### src/pgm_pkg.sv
// pad configuration mux: shared register map, field layout and timing
// assumes a 10 MHz core clock and a byte-wide register port
package pgm_pkg;

  // ==========================================================
  // register map
  localparam int          ADDR_W      = 10;
  localparam logic [9:0]  ADDR_PAD23  = 10'h016;
  localparam logic [9:0]  ADDR_PAD4   = 10'h017;
  localparam logic [9:0]  ADDR_WAKE   = 10'h01c;
  localparam logic [9:0]  ADDR_MODE   = 10'h01d;
  localparam logic [9:0]  ADDR_OUT02  = 10'h01e;
  localparam logic [9:0]  ADDR_OUT34  = 10'h01f;

  // reset values
  localparam logic [7:0]  RST_PAD23   = 8'h00;
  localparam logic [7:0]  RST_PAD4    = 8'h00;
  localparam logic [7:0]  RST_WAKE    = 8'h00;
  localparam logic [7:0]  RST_MODE    = 8'h00;
  localparam logic [7:0]  RST_OUT02   = 8'h00;
  localparam logic [7:0]  RST_OUT34   = 8'h00;
  localparam logic [7:0]  RD_UNMAPPED = 8'h00;

  // ==========================================================
  // field positions (low bit of each field)
  localparam int CFG_HI_LSB = 4;
  localparam int CFG_LO_LSB = 0;
  localparam int OUT0_LSB   = 0;
  localparam int OUT1_LSB   = 3;
  localparam int OUT2_LSB   = 6;
  localparam int OUT3_LSB   = 0;
  localparam int OUT4_LSB   = 3;

  // pad function codes
  localparam logic [1:0] FN_ALT = 2'h0;
  localparam logic [1:0] FN_IN  = 2'h1;
  localparam logic [1:0] FN_OD  = 2'h2;
  localparam logic [1:0] FN_PP  = 2'h3;

  // output source codes
  localparam logic [2:0] SRC_STATIC = 3'h0;
  localparam logic [2:0] SRC_FAULT  = 3'h1;
  localparam logic [2:0] SRC_CLK    = 3'h2;
  localparam logic [2:0] SRC_SEQ    = 3'h3;

  // ==========================================================
  // debounce times in ms and their cycle counts
  localparam real CLK_HZ    = 10.0e6;
  localparam real DEB_MS_1  = 0.1;
  localparam real DEB_MS_2  = 1.0;
  localparam real DEB_MS_3  = 10.24;
  localparam real DEB_MS_4  = 51.2;
  localparam real DEB_MS_5  = 256.0;
  localparam real DEB_MS_6  = 512.0;
  localparam real DEB_MS_7  = 1024.0;
  localparam int  DEB_CYC_1 = int'(DEB_MS_1 * 1.0e-3 * CLK_HZ);
  localparam int  DEB_CYC_2 = int'(DEB_MS_2 * 1.0e-3 * CLK_HZ);
  localparam int  DEB_CYC_3 = int'(DEB_MS_3 * 1.0e-3 * CLK_HZ);
  localparam int  DEB_CYC_4 = int'(DEB_MS_4 * 1.0e-3 * CLK_HZ);
  localparam int  DEB_CYC_5 = int'(DEB_MS_5 * 1.0e-3 * CLK_HZ);
  localparam int  DEB_CYC_6 = int'(DEB_MS_6 * 1.0e-3 * CLK_HZ);
  localparam int  DEB_CYC_7 = int'(DEB_MS_7 * 1.0e-3 * CLK_HZ);

  // ==========================================================
  // types
  typedef enum logic [2:0] {
    PK_IN, PK_OD, PK_PP, PK_FAULT, PK_RSV
  } pgm_kind_t;

  typedef struct packed {
    logic       wake_block;
    logic       polarity;
    logic [1:0] fn_sel;
  } pgm_pad_cfg_t;

  typedef struct packed {
    logic              wr;
    logic              rd;
    logic [ADDR_W-1:0] addr;
    logic [7:0]        wdata;
  } pgm_reg_req_t;

endpackage

### src/pgm_gpio_mux.sv
// five-pad configuration, input sensing and output source mux
// assumes all inputs are synchronous to clk; register port is
// driven by the 2-wire interface logic elsewhere in the device
//
// What this block does
// - wake bit 0 lets passive-to-active input raise wake; 1 never wakes
// - polarity bit 1 means high is active, 0 means low is active
// - pad 3 function: reserved, input, open-drain, push-pull output
// - pad 2 function: power enable input, input, open-drain, fault out
// - pad 4 function: system enable input, input, open-drain, push-pull
// - wake sense bit per pad: 0 edge, 1 level; bits 7:5 reserved
// - output with static source drives its mode bit value
// - output with other source: mode bit sets polarity, 1 high
// - input pad: mode bit turns debouncing off (0) or on (1)
// - pad 2 source: static, fault, crystal clock, sequencer
// - pad 1 source adds forwards of pads 0, 2, 3; 101 reserved
// - pad 0 source adds forwards of pads 1, 2, 3; 100 reserved
// - pad 4 source: static, fault, clock, sequencer; 7:5 reserved
// - pad 3 source adds forwards of pads 0, 1, 2; 111 reserved
// - global three-bit code picks debounce time, none to 1024 ms
// - input events are suppressed in power-down when disabled
`timescale 1ns/1ps

module pgm_gpio_mux #(
  parameter int unsigned CNT_W     = 24,
  parameter int unsigned DEB_CYC_1 = pgm_pkg::DEB_CYC_1,
  parameter int unsigned DEB_CYC_2 = pgm_pkg::DEB_CYC_2,
  parameter int unsigned DEB_CYC_3 = pgm_pkg::DEB_CYC_3,
  parameter int unsigned DEB_CYC_4 = pgm_pkg::DEB_CYC_4,
  parameter int unsigned DEB_CYC_5 = pgm_pkg::DEB_CYC_5,
  parameter int unsigned DEB_CYC_6 = pgm_pkg::DEB_CYC_6,
  parameter int unsigned DEB_CYC_7 = pgm_pkg::DEB_CYC_7
) (
  input  wire logic                 clk,            // core clock
  input  wire logic                 reset_n,        // async reset
  input  wire pgm_pkg::pgm_reg_req_t reg_req,       // register access
  output logic [7:0]                rd_data_q,      // read data
  output logic                      rd_valid_q,     // read data valid
  input  wire logic [7:0]           pad0_1_config,  // pads 0/1 config
  input  wire logic [2:0]           debounce_sel,   // debounce time
  input  wire logic                 gpi_pd_disable, // events off in pd
  input  wire logic                 in_powerdown,   // power-down state
  input  wire logic                 supply_fault_flag_n, // fault, low
  input  wire logic                 crystal_clock_out,   // 32 kHz clk
  input  wire logic [4:0]           seq_out,        // sequencer drive
  input  wire logic [4:0]           pad_in,         // pad levels
  output logic [4:0]                pad_out,        // pad drive value
  output logic [4:0]                pad_oe,         // pad drive enable
  output logic [4:0]                general_purpose_input, // active lv
  output logic [4:0]                input_pad_event, // rise pulse
  output logic [4:0]                wake_request,   // wake-up request
  output logic                      power_domain_enable_in,  // pad 2
  output logic                      system_domain_enable_in  // pad 4
);

  // ==========================================================
  // elaboration checks
  if (DEB_CYC_7 >= (64'd1 << CNT_W) || DEB_CYC_1 < 1) begin : g_chk
    $error("debounce counts do not fit the counter");
  end

  // ==========================================================
  // helpers
  function automatic pgm_pkg::pgm_kind_t kind_of(int p,
                                                 logic [1:0] f);
    case (f)
      pgm_pkg::FN_IN: kind_of = pgm_pkg::PK_IN;
      pgm_pkg::FN_OD: kind_of = pgm_pkg::PK_OD;
      pgm_pkg::FN_PP: begin
        kind_of = (p == 2) ? pgm_pkg::PK_FAULT : pgm_pkg::PK_PP;
      end
      default: begin
        // pads 1 and 3 have no alternate input function
        kind_of = (p == 1 || p == 3) ? pgm_pkg::PK_RSV
                                     : pgm_pkg::PK_IN;
      end
    endcase
  endfunction
  // forward codes naming the pad itself are reserved
  function automatic logic src_ok(int p, logic [2:0] code);
    src_ok = !code[2] || (code[1:0] != 2'(p));
  endfunction
  function automatic logic [CNT_W-1:0] deb_lim(logic [2:0] sel);
    case (sel)
      3'h1:    deb_lim = CNT_W'(DEB_CYC_1);
      3'h2:    deb_lim = CNT_W'(DEB_CYC_2);
      3'h3:    deb_lim = CNT_W'(DEB_CYC_3);
      3'h4:    deb_lim = CNT_W'(DEB_CYC_4);
      3'h5:    deb_lim = CNT_W'(DEB_CYC_5);
      3'h6:    deb_lim = CNT_W'(DEB_CYC_6);
      3'h7:    deb_lim = CNT_W'(DEB_CYC_7);
      default: deb_lim = CNT_W'(1);
    endcase
  endfunction

  // ==========================================================
  // registers
  logic [7:0] pad23_q;
  logic [7:0] pad4_q;
  logic [7:0] wake_sense_q;
  logic [7:0] mode_q;
  logic [7:0] out02_q;
  logic [7:0] out34_q;

  // byte writes keep every bit, reserved ones included
  always_ff @(posedge clk or negedge reset_n) begin
    if (!reset_n) begin
      pad23_q      <= pgm_pkg::RST_PAD23;
      pad4_q       <= pgm_pkg::RST_PAD4;
      wake_sense_q <= pgm_pkg::RST_WAKE;
      mode_q       <= pgm_pkg::RST_MODE;
      out02_q      <= pgm_pkg::RST_OUT02;
      out34_q      <= pgm_pkg::RST_OUT34;
    end else if (reg_req.wr) begin
      case (reg_req.addr)
        pgm_pkg::ADDR_PAD23: pad23_q      <= reg_req.wdata;
        pgm_pkg::ADDR_PAD4:  pad4_q       <= reg_req.wdata;
        pgm_pkg::ADDR_WAKE:  wake_sense_q <= reg_req.wdata;
        pgm_pkg::ADDR_MODE:  mode_q       <= reg_req.wdata;
        pgm_pkg::ADDR_OUT02: out02_q      <= reg_req.wdata;
        pgm_pkg::ADDR_OUT34: out34_q      <= reg_req.wdata;
        default: ;
      endcase
    end
  end

  // read returns stored bytes with no side effect
  always_ff @(posedge clk or negedge reset_n) begin
    if (!reset_n) begin
      rd_data_q  <= 8'h00;
      rd_valid_q <= 1'b0;
    end else begin
      rd_valid_q <= reg_req.rd;
      if (reg_req.rd) begin
        case (reg_req.addr)
          pgm_pkg::ADDR_PAD23: rd_data_q <= pad23_q;
          pgm_pkg::ADDR_PAD4:  rd_data_q <= pad4_q;
          pgm_pkg::ADDR_WAKE:  rd_data_q <= wake_sense_q;
          pgm_pkg::ADDR_MODE:  rd_data_q <= mode_q;
          pgm_pkg::ADDR_OUT02: rd_data_q <= out02_q;
          pgm_pkg::ADDR_OUT34: rd_data_q <= out34_q;
          default:             rd_data_q <= pgm_pkg::RD_UNMAPPED;
        endcase
      end
    end
  end

  // ==========================================================
  // per-pad field views
  pgm_pkg::pgm_pad_cfg_t cfg [5];
  logic [2:0]            src [5];

  assign cfg[0] = pad0_1_config[pgm_pkg::CFG_LO_LSB +: 4];
  assign cfg[1] = pad0_1_config[pgm_pkg::CFG_HI_LSB +: 4];
  assign cfg[2] = pad23_q[pgm_pkg::CFG_LO_LSB +: 4];
  assign cfg[3] = pad23_q[pgm_pkg::CFG_HI_LSB +: 4];
  assign cfg[4] = pad4_q[pgm_pkg::CFG_LO_LSB +: 4];
  // two-bit selectors widen to the three-bit code space
  assign src[0] = out02_q[pgm_pkg::OUT0_LSB +: 3];
  assign src[1] = out02_q[pgm_pkg::OUT1_LSB +: 3];
  assign src[2] = {1'b0, out02_q[pgm_pkg::OUT2_LSB +: 2]};
  assign src[3] = out34_q[pgm_pkg::OUT3_LSB +: 3];
  assign src[4] = {1'b0, out34_q[pgm_pkg::OUT4_LSB +: 2]};
  logic [4:0]       gpi_v;
  logic [CNT_W-1:0] lim;
  assign lim = deb_lim(debounce_sel);

  // ==========================================================
  // pad slices
  for (genvar i = 0; i < 5; i++) begin : g_pad
    pgm_pkg::pgm_kind_t kind;
    logic               is_in, act_raw, deb_on, rise, src_act, val;
    logic [CNT_W-1:0]   cnt_q;
    logic               lvl_q, prev_q, wake_q, evt_q, out_q, oe_q;
    assign kind    = kind_of(i, cfg[i].fn_sel);
    assign is_in   = (kind == pgm_pkg::PK_IN);
    assign act_raw = pad_in[i] ~^ cfg[i].polarity;
    assign deb_on  = is_in && mode_q[i]
                     && (debounce_sel != 3'h0);
    assign rise    = lvl_q && !prev_q;
    // filtered active level: a change must persist for the full time
    always_ff @(posedge clk or negedge reset_n) begin
      if (!reset_n) begin
        lvl_q <= 1'b0;
        cnt_q <= '0;
      end else if (!deb_on || act_raw == lvl_q) begin
        lvl_q <= act_raw;
        cnt_q <= '0;
      end else if (cnt_q >= lim - CNT_W'(1)) begin
        lvl_q <= act_raw;
        cnt_q <= '0;
      end else begin
        cnt_q <= cnt_q + CNT_W'(1);
      end
    end
    // wake and event detection on the filtered level
    always_ff @(posedge clk or negedge reset_n) begin
      if (!reset_n) begin
        prev_q <= 1'b0;
        wake_q <= 1'b0;
        evt_q  <= 1'b0;
      end else begin
        prev_q <= lvl_q;
        wake_q <= is_in && !cfg[i].wake_block
                  && (wake_sense_q[i] ? lvl_q : rise);
        evt_q  <= is_in && rise
                  && !(in_powerdown && gpi_pd_disable);
      end
    end
    // source value before polarity
    always_comb begin
      case (src[i])
        pgm_pkg::SRC_FAULT: src_act = !supply_fault_flag_n;
        pgm_pkg::SRC_CLK:   src_act = crystal_clock_out;
        pgm_pkg::SRC_SEQ:   src_act = seq_out[i];
        default:            src_act = gpi_v[src[i][1:0]];
      endcase
    end
    assign val = (src[i] == pgm_pkg::SRC_STATIC) ? mode_q[i]
               : (src_act ~^ mode_q[i]);
    // pad drive; reserved selections leave the pad undriven
    always_ff @(posedge clk or negedge reset_n) begin
      if (!reset_n) begin
        out_q <= 1'b0;
        oe_q  <= 1'b0;
      end else begin
        case (kind)
          pgm_pkg::PK_OD: begin
            out_q <= 1'b0;
            oe_q  <= src_ok(i, src[i]) && !val;
          end
          pgm_pkg::PK_PP: begin
            out_q <= val;
            oe_q  <= src_ok(i, src[i]);
          end
          pgm_pkg::PK_FAULT: begin
            out_q <= supply_fault_flag_n;
            oe_q  <= 1'b1;
          end
          default: begin
            out_q <= 1'b0;
            oe_q  <= 1'b0;
          end
        endcase
      end
    end
    assign gpi_v[i]                 = lvl_q;
    assign general_purpose_input[i] = lvl_q;
    assign wake_request[i]          = wake_q;
    assign input_pad_event[i]       = evt_q;
    assign pad_out[i]               = out_q;
    assign pad_oe[i]                = oe_q;
  end

  // ==========================================================
  // dedicated domain enable inputs
  always_ff @(posedge clk or negedge reset_n) begin
    if (!reset_n) begin
      power_domain_enable_in  <= 1'b0;
      system_domain_enable_in <= 1'b0;
    end else begin
      power_domain_enable_in  <= (cfg[2].fn_sel == pgm_pkg::FN_ALT)
                                 && gpi_v[2];
      system_domain_enable_in <= (cfg[4].fn_sel == pgm_pkg::FN_ALT)
                                 && gpi_v[4];
    end
  end
endmodule

### config.mk
export PLATFORM = sky130hd
export DESIGN_NAME = pgm_gpio_mux
export DESIGN_NICKNAME = d
export VERILOG_FILES = /design/src/pgm_pkg.sv /design/src/pgm_gpio_mux.sv
export SDC_FILE = /design/constraint.sdc
export NUM_CORES = 1
export LEC_CHECK = 0
export BUFFER_PORTS_ARGS = -buffer_cell sky130_fd_sc_hd__buf_2
export CAP_MARGIN = 20
export CORE_MARGIN = 1.5
export CORE_UTILIZATION = 40
export DETAILED_ROUTE_END_ITERATION = 7
export PLACE_DENSITY = 0.67
export RECOVER_POWER = 100
export SLEW_MARGIN = 0
export SYNTH_ARGS = -nofsm -noshare
export SYNTH_HDL_FRONTEND = slang
export SYNTH_SLANG_ARGS = --single-unit
### constraint.sdc
create_clock -name clk -period 3.15 [get_ports clk]
set_input_delay 0.1575 -clock clk [delete_from_list [all_inputs] [get_ports clk]]
set_output_delay 0.1575 -clock clk [all_outputs]
set_load 0.02 [all_outputs]
; ---- Word level (Yosys, flattened, before mapping)
; Cells that the tools add are included.
[word_totals]
mem_bits_ro = 0
regBits = 209
memories = 0
latchBits = 0
out_inout_bits = 36
ramBits = 0
in_bits = 47
[op_classes]
eq_ne = 62
bitwise = 10
multipliers = 0
order_cmp = 10
div = 0
n_shift = 0
addsub = 6
n_reduce_logical = 101
mux = 62
[ops]
columns = operator, n
row1 = 24-bit two-way mux, 10
row2 = 24-bit one-hot mux with 7 select lines, 1
row3 = 24-bit by 1-bit adder with 24-bit output (second input constant), 5
row4 = 24-bit greater-or-equal comparator, 5
row5 = 10-bit by 5-bit equality test with 1-bit output (second input constant), 6
row6 = 3-bit by 2-bit equality test with 1-bit output (second input constant), 18
row7 = 8-bit one-hot mux with 6 select lines, 1
row8 = 1-bit logical AND, 41
row9 = 3-bit zero test, 10
row10 = 2-bit equality test (second input constant), 14
row11 = 3-bit by 1-bit equality test with 1-bit output (second input constant), 9
row12 = 1-bit zero test, 25
row13 = 1-bit two-way mux, 25
row14 = 1-bit one-hot mux with 3 select lines, 8
row15 = 24-bit by 1-bit subtractor with 24-bit output (second input constant), 1
row16 = 2-bit by 4-bit less-than comparator with 1-bit output (second input constant), 5
row17 = 3-bit one-hot mux with 3 select lines, 2
row18 = 1-bit one-hot mux with 2 select lines, 7
row19 = 3-bit equality test (second input constant), 4
row20 = 2-bit one-hot mux with 2 select lines, 3
row21 = 2-bit AND reduction, 6
row22 = 2-bit nonzero test, 6
row23 = 1-bit binary-select mux with 2-bit select, 5
row24 = 1-bit XNOR, 10
row25 = 8 further kinds, 24

; ---- Longest topological paths before layout
; Gate-level depths: netlist of run 1.
[logic_depth]
depth_word = 8
ltp_mapped = 13
depth_no_buf = 11

; ---- Worst setup path before layout of run 1
; Ideal clock, no wire load.
[synth_timing]
path_kind = input to register
startpoint = input port debounce_sel[2]
endpoint = register g_pad[0].lvl_q
cell_stages = 12
n_path_buf = 2
required_time_ns = 3.025
slack_ns = 0.060
arrival_time_ns = 2.965
cell_sequence = buf_4 -> clkbuf_1 -> nor2_1 -> o21ai_0 -> ha_1 -> a211oi_1 -> o21ai_0 -> a41oi_1 -> o41ai_1 -> a2111o_1 -> o2bb2ai_2 -> mux2_4
[synth_via]
elab_chain_cells = 5
[synth_rtl]
columns = item, line
row1 = from (decl), pgm_gpio_mux.sv:40  ; input wire logic [2:0] debounce_sel,
row2 = 3-bit equality test (tied with other cells), pgm_gpio_mux.sv:84  ; case (sel)
row3 = 24-bit one-hot mux with 7 select lines or 1-bit logical AND (tied branches), "pgm_gpio_mux.sv:84, pgm_gpio_mux.sv:179"
row4 = 24-bit by 1-bit subtractor with 24-bit output or 1-bit zero test (tied branches), "pgm_gpio_mux.sv:189, pgm_gpio_mux.sv:186"
row5 = 24-bit greater-or-equal comparator or 1-bit logical OR (tied branches), "pgm_gpio_mux.sv:189, pgm_gpio_mux.sv:186"
row6 = 2-bit nonzero test (no line) or 1-bit two-way mux (tied branches), n/a
row7 = to (signal assigned), pgm_gpio_mux.sv:187  ; lvl_q <= act_raw;
row8 = to (signal assigned), pgm_gpio_mux.sv:190  ; lvl_q <= act_raw;
row9 = to (decl), pgm_gpio_mux.sv:174  ; logic lvl_q, prev_q, wake_q, evt_q, out_q, oe_q;
; Parallel ways exist; a longest one is shown, timed or not.
; A chain may end at the register's enable or synchronous reset.

; ---- Worst setup path in the final report of run 1
[layout_timing]
startpoint = register g_pad[0].cnt_q[7]
endpoint = register g_pad[0].cnt_q[2]
[layout_via]
elab_chain_cells = 3
[layout_rtl]
columns = item, line
row1 = from (decl), pgm_gpio_mux.sv:173  ; logic [CNT_W-1:0] cnt_q;
row2 = from (signal assigned), pgm_gpio_mux.sv:193  ; cnt_q <= cnt_q + CNT_W'(1);
row3 = 24-bit greater-or-equal comparator, pgm_gpio_mux.sv:189  ; end else if (cnt_q >= lim - CNT_W'(1)) begin
row4 = 24-bit two-way mux, pgm_gpio_mux.sv:189
row5 = 24-bit two-way mux, pgm_gpio_mux.sv:186  ; end else if (!deb_on || act_raw == lvl_q) begin
; Every way passes these cells.

==> results of run 1 <==
## tightest hold or removal path, cell delays in order
cell	delay, ns
buf_2	0.11
xnor2_1	0.12
mux2_4	0.13
## cell usage after synthesis, types with 28 or more instances
library cell	instances	area [um^2]
o21ai_0	37	185
nor2_1	188	706
xnor2_1	40	350
nand2_1	75	282
nand4_1	32	200
ha_1	105	1310
dfrtp_1	209	5230
a21oi_1	30	150
buf_4	28	210
inv_1	29	109
nand3_1	53	265
xor2_1	80	701
mux2_2	50	563
## path summary, 6_finish.rpt
kind / startpoint / endpoint / slack (ns)
min in group asynchronous: reset_n / g_pad[0].evt_q$_DFF_PN0_ / 0.96
worst max-delay path: g_pad[0].cnt_q[7]$_DFF_PN0_ / g_pad[0].cnt_q[2]$_DFF_PN0_ / 0.36
worst min register to register: g_pad[4].prev_q$_DFF_PN0_ / g_pad[4].evt_q$_DFF_PN0_ / 0.43
max in group asynchronous: reset_n / mode_q[7]$_DFFE_PN0P_ / 0.73
worst max register to register: g_pad[0].cnt_q[7]$_DFF_PN0_ / g_pad[0].cnt_q[2]$_DFF_PN0_ / 0.36
worst min-delay path: pad_in[0] / g_pad[0].lvl_q$_DFFE_PN0P_ / 0.006
## flip-flops by register name, indices dropped and copies added, names as in the netlist, 8 cells and up
signal,cells
g_pad.cnt_q,120
mode_q,8
out02_q,8
out34_q,8
pad23_q,8
pad4_q,8
rd_data_q,8
wake_sense_q,8
## cell families after synthesis
kind of cell,count (synthesis)
AND/OR/NAND/NOR,446
flip-flops,209
buffers and inverters,86
XOR/XNOR,121
AO/OA/AOI/OAI,178
adder cells (fa/ha/maj),105
multiplexers,69
## power groups by stage
stage	registers, mW	logic, mW	clock network [mW]
after global routing	2.76	0.496	3.42
final	2.75	0.446	3.24
after detailed placement	2.80	0.434	0
after global placement	2.80	0.427	0
after floorplan	2.80	0.214	0
after CTS	2.75	0.456	3.30
## final cells by class
class / instances / area (um^2) / area share (%)
Timing Repair Buffer: 144 / 911 / 6.42
Sequential cell: 209 / 5230 / 36.8
Inverter: 31 / 116 / 0.820
Multi-Input combinational cell: 919 / 6520 / 45.9
Tap cell: 390 / 488 / 3.44
Clock buffer: 28 / 667 / 4.70
Clock inverter: 18 / 270 / 1.90
## per-stage QoR
step / std cells / hold slack [ns] / TNS (ns)
3_3_place_gp: 1672 / 0.315 / -0.947
2_1_floorplan: 1214 / -0.138 / 0
6_report: 1739 / 0.00611 / 0
5_1_grt: 1739 / 0.0147 / 0
3_5_place_dp: 1672 / 0.320 / -1.81
4_1_cts: 1739 / 0.00267 / 0
## layer usage
metal	global-route usage, %	share of wire [%]	wire length, um	vias up
met5	0	0	0	-
met4	6.76	3.2	955	0
met3	3.28	6.6	1990	67
met2	32.0	45	13700	301
met1	26.3	45	13500	4625
li1	-	-	-	4562
## what timing repair did
action,4_1_cts,5_1_grt
hold buffers,21,0
endpoints found under the setup margin,0,0
hold endpoints to repair,154,0
==> flow_summary.ini, run 1 <==
[drt]
drc = 0
vias = 9555
routed_via_density = 5.49
drt.antenna.violating_nets = 0
totalWireLength_um = 30100
wire_per_inst_um = 17.3
drt_iter0_drc = 758
dr.pass1.iters = 5

[synthesis]
synth_nets = 1366
yosys_warnings = 0
syn_inst = 1214
synth_flop_cell = dfrtp_1
ys_seq_area_share_pct = 42.8
synthSimpleGateAreaFrac_pct = 17.2
ys_ff_latch = 209
synth_top_family_by_area = simple AND/OR/NAND/NOR gates
synth_edf_count = 0
syn_avg_cell_area_um2 = 10.1
synth-compound-area-share_pct = 10.2
synth_adder_area_share_pct = 10.7
ys_async_sr_fraction_pct = 100
yosysUniqueCellTypes = 70
muxShareOfSynthArea_pct = 6.53
syn_area_um2 = 12200
synth_xor_area_share_pct = 8.78

[min_path]
whs_path_depth = 3
worst_hold_path_type = input port to flop

[timing]
skew_ns = 0.00798
period_share_pct = 88.4
max_freq_mhz = 359
rsz0062_at_grt = false
hold_violations = 0
final_max_slew_viol_count = 98
setup_slack_ns = 0.365
setup_viol = 0
min_period_ns = 2.79
tightest_slew_ns = 2.53
slew_headroom_pct = -69.0

[layout]
drive_above_1_share_pct = 14.5
utilization_pct = 47.5
fin_nets = 1482
fillCellCount = 2771
num_antenna_cells = 0
final_cell_area_um2 = 14200
layout_commonest_cell = dfrtp_1
area_growth_pct = 16.1
mostFrequentLayoutCells = dfrtp_1, nor2_1, ha_1

[clock_network]
root_buffer = clkbuf_16
cts-buffers-inserted = 25
cts_setup_buffers = 0
path_clk_slew_ns = 0.06
cts.sinks = 209
clockBufferDepth = 3
htreeDepth = 1
clock_latency_ns = 0.54
cts_tree = done
ctsResizeCount = 0

[die]
die_w_um = 178
ios = 83
start_util_pct = 40.9
dieArea_um2 = 31600
core_region_area_um2 = 29900
die_height_um = 178
num_rows = 63

[worst_setup_path]
critPathBufInv = 2
path_depth = 9
cpMostUsedCell = buf_4
cp.required_ns = 3.62
slowest_stage = a2111oi_0
endpoint_kind = flop
slowest_delay_ns = 0.49
critPathKind = flop to flop
rr_worst_depth = 9
cp_cell_sequence = ha_1, a21o_1, a2111oi_0, buf_4, o41ai_1, a2111o_1, o2bb2ai_1, buf_4, nor2_1
crit_family = compound AO/OA/AOI/OAI gates
worst_setup_path_start_kind = flop
arrival_ns = 3.25
worstPathMaxFanout = 23

[power_and_ir_drop]
sequentialPowerShare_pct = 42.8
p_int_mw = 4.92
power.switching_mw = 1.52
power_density_nw_per_um2 = 453
p_clk_share_pct = 50.3
comb_power_share_pct = 6.9
p_leak_nw = 6.42
p_total_mw = 6.44
swShare_pct = 23.6
max-vdd-ir-drop_mv = 0.372

[run_status]
outcome = finished with violations
violations = capacitance limit, slew limit

[run]
max_cap_viol_count = 1

[placed_design]
gp_congestion = 0.844
post_dp_cell_area_um2 = 13100
io_buffers = 82
detailedPlace.worstSlack_ns = -0.0974
hpwl_um = 21700

[global_route]
grt_usage_pct = 19.6
grt_max_degree = 100
grt_pass1_wl_um = 49300
grt_overflow = 0
grt_pass1_vias = 9431
antenna_found_initial = 0
Note: power is estimated with default switching activity, not from simulation.
==> inputs of run 2 (changes only) <==
Settings changed: CTS_CLUSTER_SIZE from default to 28.
Clock period 3.15 ns to 2.65 ns, I/O delays scaled along.
==> flow_summary.ini, run 2 (synthesis gave the netlist of run 1 again) <==
[run_status]
outcome = finished with violations
violations = capacitance limit, slew limit

[worst_setup_path]
timing.rr.end = g_pad[2].lvl_q$_DFFE_PN0P_
rr_worst_depth = 8
cp_cell_sequence = ha_1, a211o_1, a2111oi_4, buf_4, o41ai_2, a2111o_1, o2bb2ai_2, mux2_1
critPathBufInv = 1
reg2reg_from = g_pad[2].cnt_q[5]$_DFF_PN0_
worst_setup_path_start_kind = flop
worstPathMaxFanout = 2
arrival_ns = 2.95
crit_family = compound AO/OA/AOI/OAI gates
endpoint_kind = flop
critPathKind = flop to flop
slowest_stage = a2111o_1
slowest_delay_ns = 0.40
cp.required_ns = 3.06
r2r_slack_ns = 0.12

[clock_network]
path_clk_slew_ns = 0.06
cts_setup_buffers = 0
root_buffer = clkbuf_16
cts_tree = done
cts-buffers-inserted = 24
htreeDepth = 1
clockBufferDepth = 3
clock_latency_ns = 0.53
cts.sinks = 209

[die]
dieArea_um2 = 31600
die_height_um = 178
die_w_um = 178
ios = 83
start_util_pct = 40.9
num_rows = 63
core_region_area_um2 = 29900

[run]
max_cap_viol_count = 1

[layout]
instances_no_fill = 1793
regMostFlops = g_pad.cnt_q
num_antenna_cells = 0
mostFrequentLayoutCells = dfrtp_1, nor2_1, ha_1
largest_reg_flops = 120
drive_above_1_share_pct = 18.1
fin_nets = 1538
layout_commonest_cell = dfrtp_1
area_growth_pct = 19.7

[global_route]
grt_pass1_vias = 9489
grt_overflow = 0
grt_pass1_wl_um = 50200
grt_max_degree = 88
grt_usage_pct = 19.8
antenna_found_initial = 0

[timing]
slew_headroom_pct = -43.5
hold_violations = 0
final_max_slew_viol_count = 88
period_share_pct = 95.5
setup_tns_ns = 0
hold_slack_ns = 0.0255
skew_ns = 0.0107
setup_viol = 0
tightest_slew_ns = 2.15
rsz0062_at_grt = false
min_period_ns = 2.53
max_freq_mhz = 395

[power_and_ir_drop]
max-vdd-ir-drop_mv = 0.392
power_density_nw_per_um2 = 503
p_total_mw = 7.37
p_leak_nw = 6.67

[drt]
drt_iter0_drc = 696
routed_via_density = 5.44
wire_per_inst_um = 17.1
drt.antenna.violating_nets = 0
dr.pass1.iters = 5
vias = 9759
totalWireLength_um = 30600
drc = 0

[min_path]
min_to = g_pad[1].lvl_q$_DFFE_PN0P_
worst_hold_path_type = input port to flop
whs_path_depth = 3
hp-start = pad0_1_config[6]

[placed_design]
gp_congestion = 0.900
hpwl_um = 22400
io_buffers = 82
dp.cells = 1728
run 2: cell count changes in the layout (fill, tap and decap cells not counted), sizes merged:
| cell | before | now |
|---|---|---|
| dlygate4sd3 | 21 | 22 |
| clkbuf | 69 | 80 |
| inv | 32 | 30 |
| bufinv | 6 | 3 |
| clkinv | 8 | 6 |
| clkinvlp | 3 | 1 |
| buf | 82 | 133 |
run 2: how the worst max path moves through the flow:
stage	slack [ns]	start	endpoint	depth (start not counted)
6_report	0.12	g_pad[2].cnt_q[5]$_DFF_PN0_	g_pad[2].lvl_q$_DFFE_PN0P_	8
5_1_grt	0.02	reset_n	g_pad[2].cnt_q[6]$_DFF_PN0_	3
4_1_cts	0.07	g_pad[2].cnt_q[7]$_DFF_PN0_	g_pad[2].cnt_q[18]$_DFF_PN0_	9
3_5_place_dp	-0.49	debounce_sel[1]	g_pad[2].cnt_q[7]$_DFF_PN0_	12
3_3_place_gp	-0.47	debounce_sel[1]	g_pad[2].lvl_q$_DFFE_PN0P_	11
2_1_floorplan	0.009	debounce_sel[0]	g_pad[2].lvl_q$_DFFE_PN0P_	12
run 2: timing repair:
action	in CTS	in global routing
hold buffers	22	0
endpoints found under the hold margin	143	0
cloned	0	0
setup endpoints to repair	24	57
resized for setup	2	7
run 2: layout make-up:
cell class / count / area (um^2)
inverters: 31 / 126
fillers: 2803 / 15200
multi-input cells: 919 / 6610
flip-flops and latches: 209 / 5230
repair buffers: 201 / 1340
clock buffers: 34 / 708
clock inverters: 9 / 134
well taps: 390 / 488
run 2: per-layer routing:
| layer | up-vias | track usage (%) | wire length, um |
|---|---|---|---|
| met1 | 4770 | 27.3 | 14000 |
| met5 | - | 0 | 0 |
| met3 | 43 | 2.63 | 1480 |
| met2 | 244 | 33.1 | 14500 |
| met4 | 0 | 4.55 | 615 |
| li1 | 4702 | - | - |
run 2: report_power, final:
group,leakage (nW),internal [mW],total [mW],switching (mW)
Combinational,3.39,0.230,0.571,0.341
Clock,0.415,2.15,3.53,1.38
Sequential,2.87,3.23,3.26,0.0320
run 2: stage by stage:
stage                     utilization [%]  cell area [um^2]  setup slack (ns)
after floorplan                         -             12300           0.00941
after global placement               45.7             13700            -0.466
after detailed placement             45.7             13700            -0.488
after CTS                            49.3             14700            0.0684
after global routing                 49.0             14600            0.0180
final                                49.0             14600             0.118
run 2: worst reg2reg max path: stages (launching register included):
cell and delay, ns:
dfrtp_1 0.39, ha_1 0.32, a211o_1 0.29, a2111oi_4 0.30
buf_4 0.18, o41ai_2 0.08, a2111o_1 0.41, o2bb2ai_2 0.15
mux2_1 0.31
==> inputs of run 3 (changes only) <==
--- a/config.mk
+++ b/config.mk
@@ -14,4 +14,5 @@
 export PLACE_DENSITY = 0.67
 export RECOVER_POWER = 100
+export SETUP_SLACK_MARGIN = 0.05
 export SLEW_MARGIN = 0
 export SYNTH_ARGS = -nofsm -noshare
==> constraint.sdc (replaced) <==
create_clock -name clk -period 2.65 [get_ports clk]
set_input_delay 0.265 -clock clk [delete_from_list [all_inputs] [get_ports clk]]
set_output_delay 0.265 -clock clk [all_outputs]
set_load 0.02 [all_outputs]
==> flow_summary.ini, run 3 (synthesis gave the netlist of run 1 again) <==
[run_status]
outcome = finished with violations
violations = DRC

[worst_setup_path]
endpoint_kind = flop
worst_setup_path_start_kind = flop
critPathKind = flop to flop
arrival_ns = 2.96
worstPathMaxFanout = 2
cp.required_ns = 3.06

[layout]
fillCellCount = 2777
mostFrequentLayoutCells = dfrtp_1, nor2_1, ha_1
regMostFlops = g_pad.cnt_q
layout_commonest_cell = dfrtp_1
num_antenna_cells = 0
drive_above_1_share_pct = 18.3
register_area_um2 = 5230
area_growth_pct = 18.2
fin_nets = 1517
largest_reg_flops = 120
multiInputGateArea_um2 = 6700

[global_route]
grt_pass1_wl_um = 48700
grt_overflow = 0
grt_usage_pct = 19.4
grt_pass1_vias = 9333
antenna_found_initial = 0
grt_max_degree = 64

[min_path]
worst_hold_path_type = input port to flop

[power_and_ir_drop]
max-vdd-ir-drop_mv = 0.394
sequentialPowerShare_pct = 45.6
comb_power_share_pct = 7.6
p_leak_nw = 6.56
p_clk_share_pct = 46.8
p_total_mw = 7.17
p_int_mw = 5.45
power_density_nw_per_um2 = 496
swShare_pct = 23.9
power.switching_mw = 1.71

[timing]
skew_ns = 0.0225
setup_slack_ns = 0.108
hold_violations = 0
period_share_pct = 95.9
tightest_slew_ns = 1.45
rsz0062_at_grt = true
min_period_ns = 2.54
setup_viol = 0
max_freq_mhz = 393
slew_headroom_pct = 3.26
final_max_slew_viol_count = 0

[drt]
highest_layer = met4
drc = 6
wl_met1_um = 13600
drt.antenna.violating_nets = 0
drt_iter0_drc = 690
totalWireLength_um = 30300
dr.pass1.iters = 8
vias = 9607
wl_met2_um = 14400
wire_per_inst_um = 17.1
routed_via_density = 5.43
wl_met3_um = 1650

[clock_network]
cts-buffers-inserted = 24
cts.sinks = 209
root_buffer = clkbuf_16
path_clk_slew_ns = 0.06
clock_latency_ns = 0.54
clockBufferDepth = 3
htreeDepth = 1
cts_tree = done

[run]
max_cap_viol_count = 0

[placed_design]
gp_congestion = 0.864
io_buffers = 82
hpwl_um = 22400
detailedPlace.worstSlack_ns = -0.658

[die]
core_region_area_um2 = 29900
die_w_um = 178
start_util_pct = 40.9
dieArea_um2 = 31600
num_rows = 63
die_height_um = 178
ios = 83
## run 3: cell count changes in the layout (fill, tap and decap cells not counted), sizes merged
cell,previous run,this run
dlygate4sd3,22,7
clkbuf,80,77
buf,133,128
## run 3: metrics by stage
stage / cell area [um^2] / setup TNS, ns / hold WS, ns / utilization [%] / std cells
final: 14500 / 0 / 0.0272 / 48.4 / 1770
after global routing: 14500 / 0 / 0.0394 / 48.4 / 1770
after CTS: 14400 / 0 / 0.00440 / 48.4 / 1767
after detailed placement: 13500 / -62.46 / 0.265 / 45.3 / 1719
after global placement: 13500 / -60.19 / 0.265 / 45.3 / 1719
after floorplan: 12300 / -0.197 / -0.0306 / - / 1214
## run 3: power by group through the flow
stage | sequential (mW) | clock (mW) | combinational [mW]
final | 3.27 | 3.35 | 0.547
after detailed placement | 3.33 | 0 | 0.544
after global placement | 3.32 | 0 | 0.535
after CTS | 3.27 | 3.43 | 0.557
after floorplan | 3.33 | 0 | 0.267
after global routing | 3.27 | 3.54 | 0.609
## run 3: worst max-delay path: stages (launching register included)
cell       delay (ns)
dfrtp_1          0.38
ha_1             0.31
a211o_1          0.29
a2111oi_4        0.30
buf_4            0.17
o41ai_2          0.08
a2111o_1         0.40
o2bb2ai_1        0.17
mux2_1           0.32
## run 3: final cells by class
cell class | instances | area share, %
Timing Repair Buffer | 180 | 7.82
Sequential cell | 209 | 36.2
Inverter | 31 | 0.900
Clock inverter | 9 | 0.909
Tap cell | 390 | 3.37
Clock buffer | 32 | 4.50
Multi-Input combinational cell | 919 | 46.3
## run 3: what timing repair did
| item | in CTS | in global routing |
|---|---|---|
| endpoints found under the hold margin | 58 | 0 |
| resized for setup | 9 | 23 |
| pin swaps | 0 | 6 |
| cloned | 0 | 0 |
| endpoints found under the setup margin | 80 | 75 |
| setup buffers | 0 | 3 |
| hold buffers | 7 | 0 |
## run 3: routing by layer
layer,up-vias,track usage [%]
met4,0,5.53
met1,4664,25.7
li1,4632,-
met2,266,33.1
met5,-,0
met3,45,2.61
## run 3: worst paths after layout
path	startpoint	endpoint	slack [ns]	cells past startpoint
worst max-delay path	g_pad[2].cnt_q[5]$_DFF_PN0_	g_pad[2].lvl_q$_DFFE_PN0P_	0.11	8
worst min-delay path	pad0_1_config[1]	g_pad[0].oe_q$_DFF_PN0_	0.03	3
worst max register to register	g_pad[2].cnt_q[5]$_DFF_PN0_	g_pad[2].lvl_q$_DFFE_PN0P_	0.11	8
worst min register to register	g_pad[1].prev_q$_DFF_PN0_	g_pad[1].evt_q$_DFF_PN0_	0.42	1
max in group asynchronous	reset_n	g_pad[0].cnt_q[14]$_DFF_PN0_	0.53	3
min in group asynchronous	reset_n	wake_sense_q[5]$_DFFE_PN0P_	0.62	2
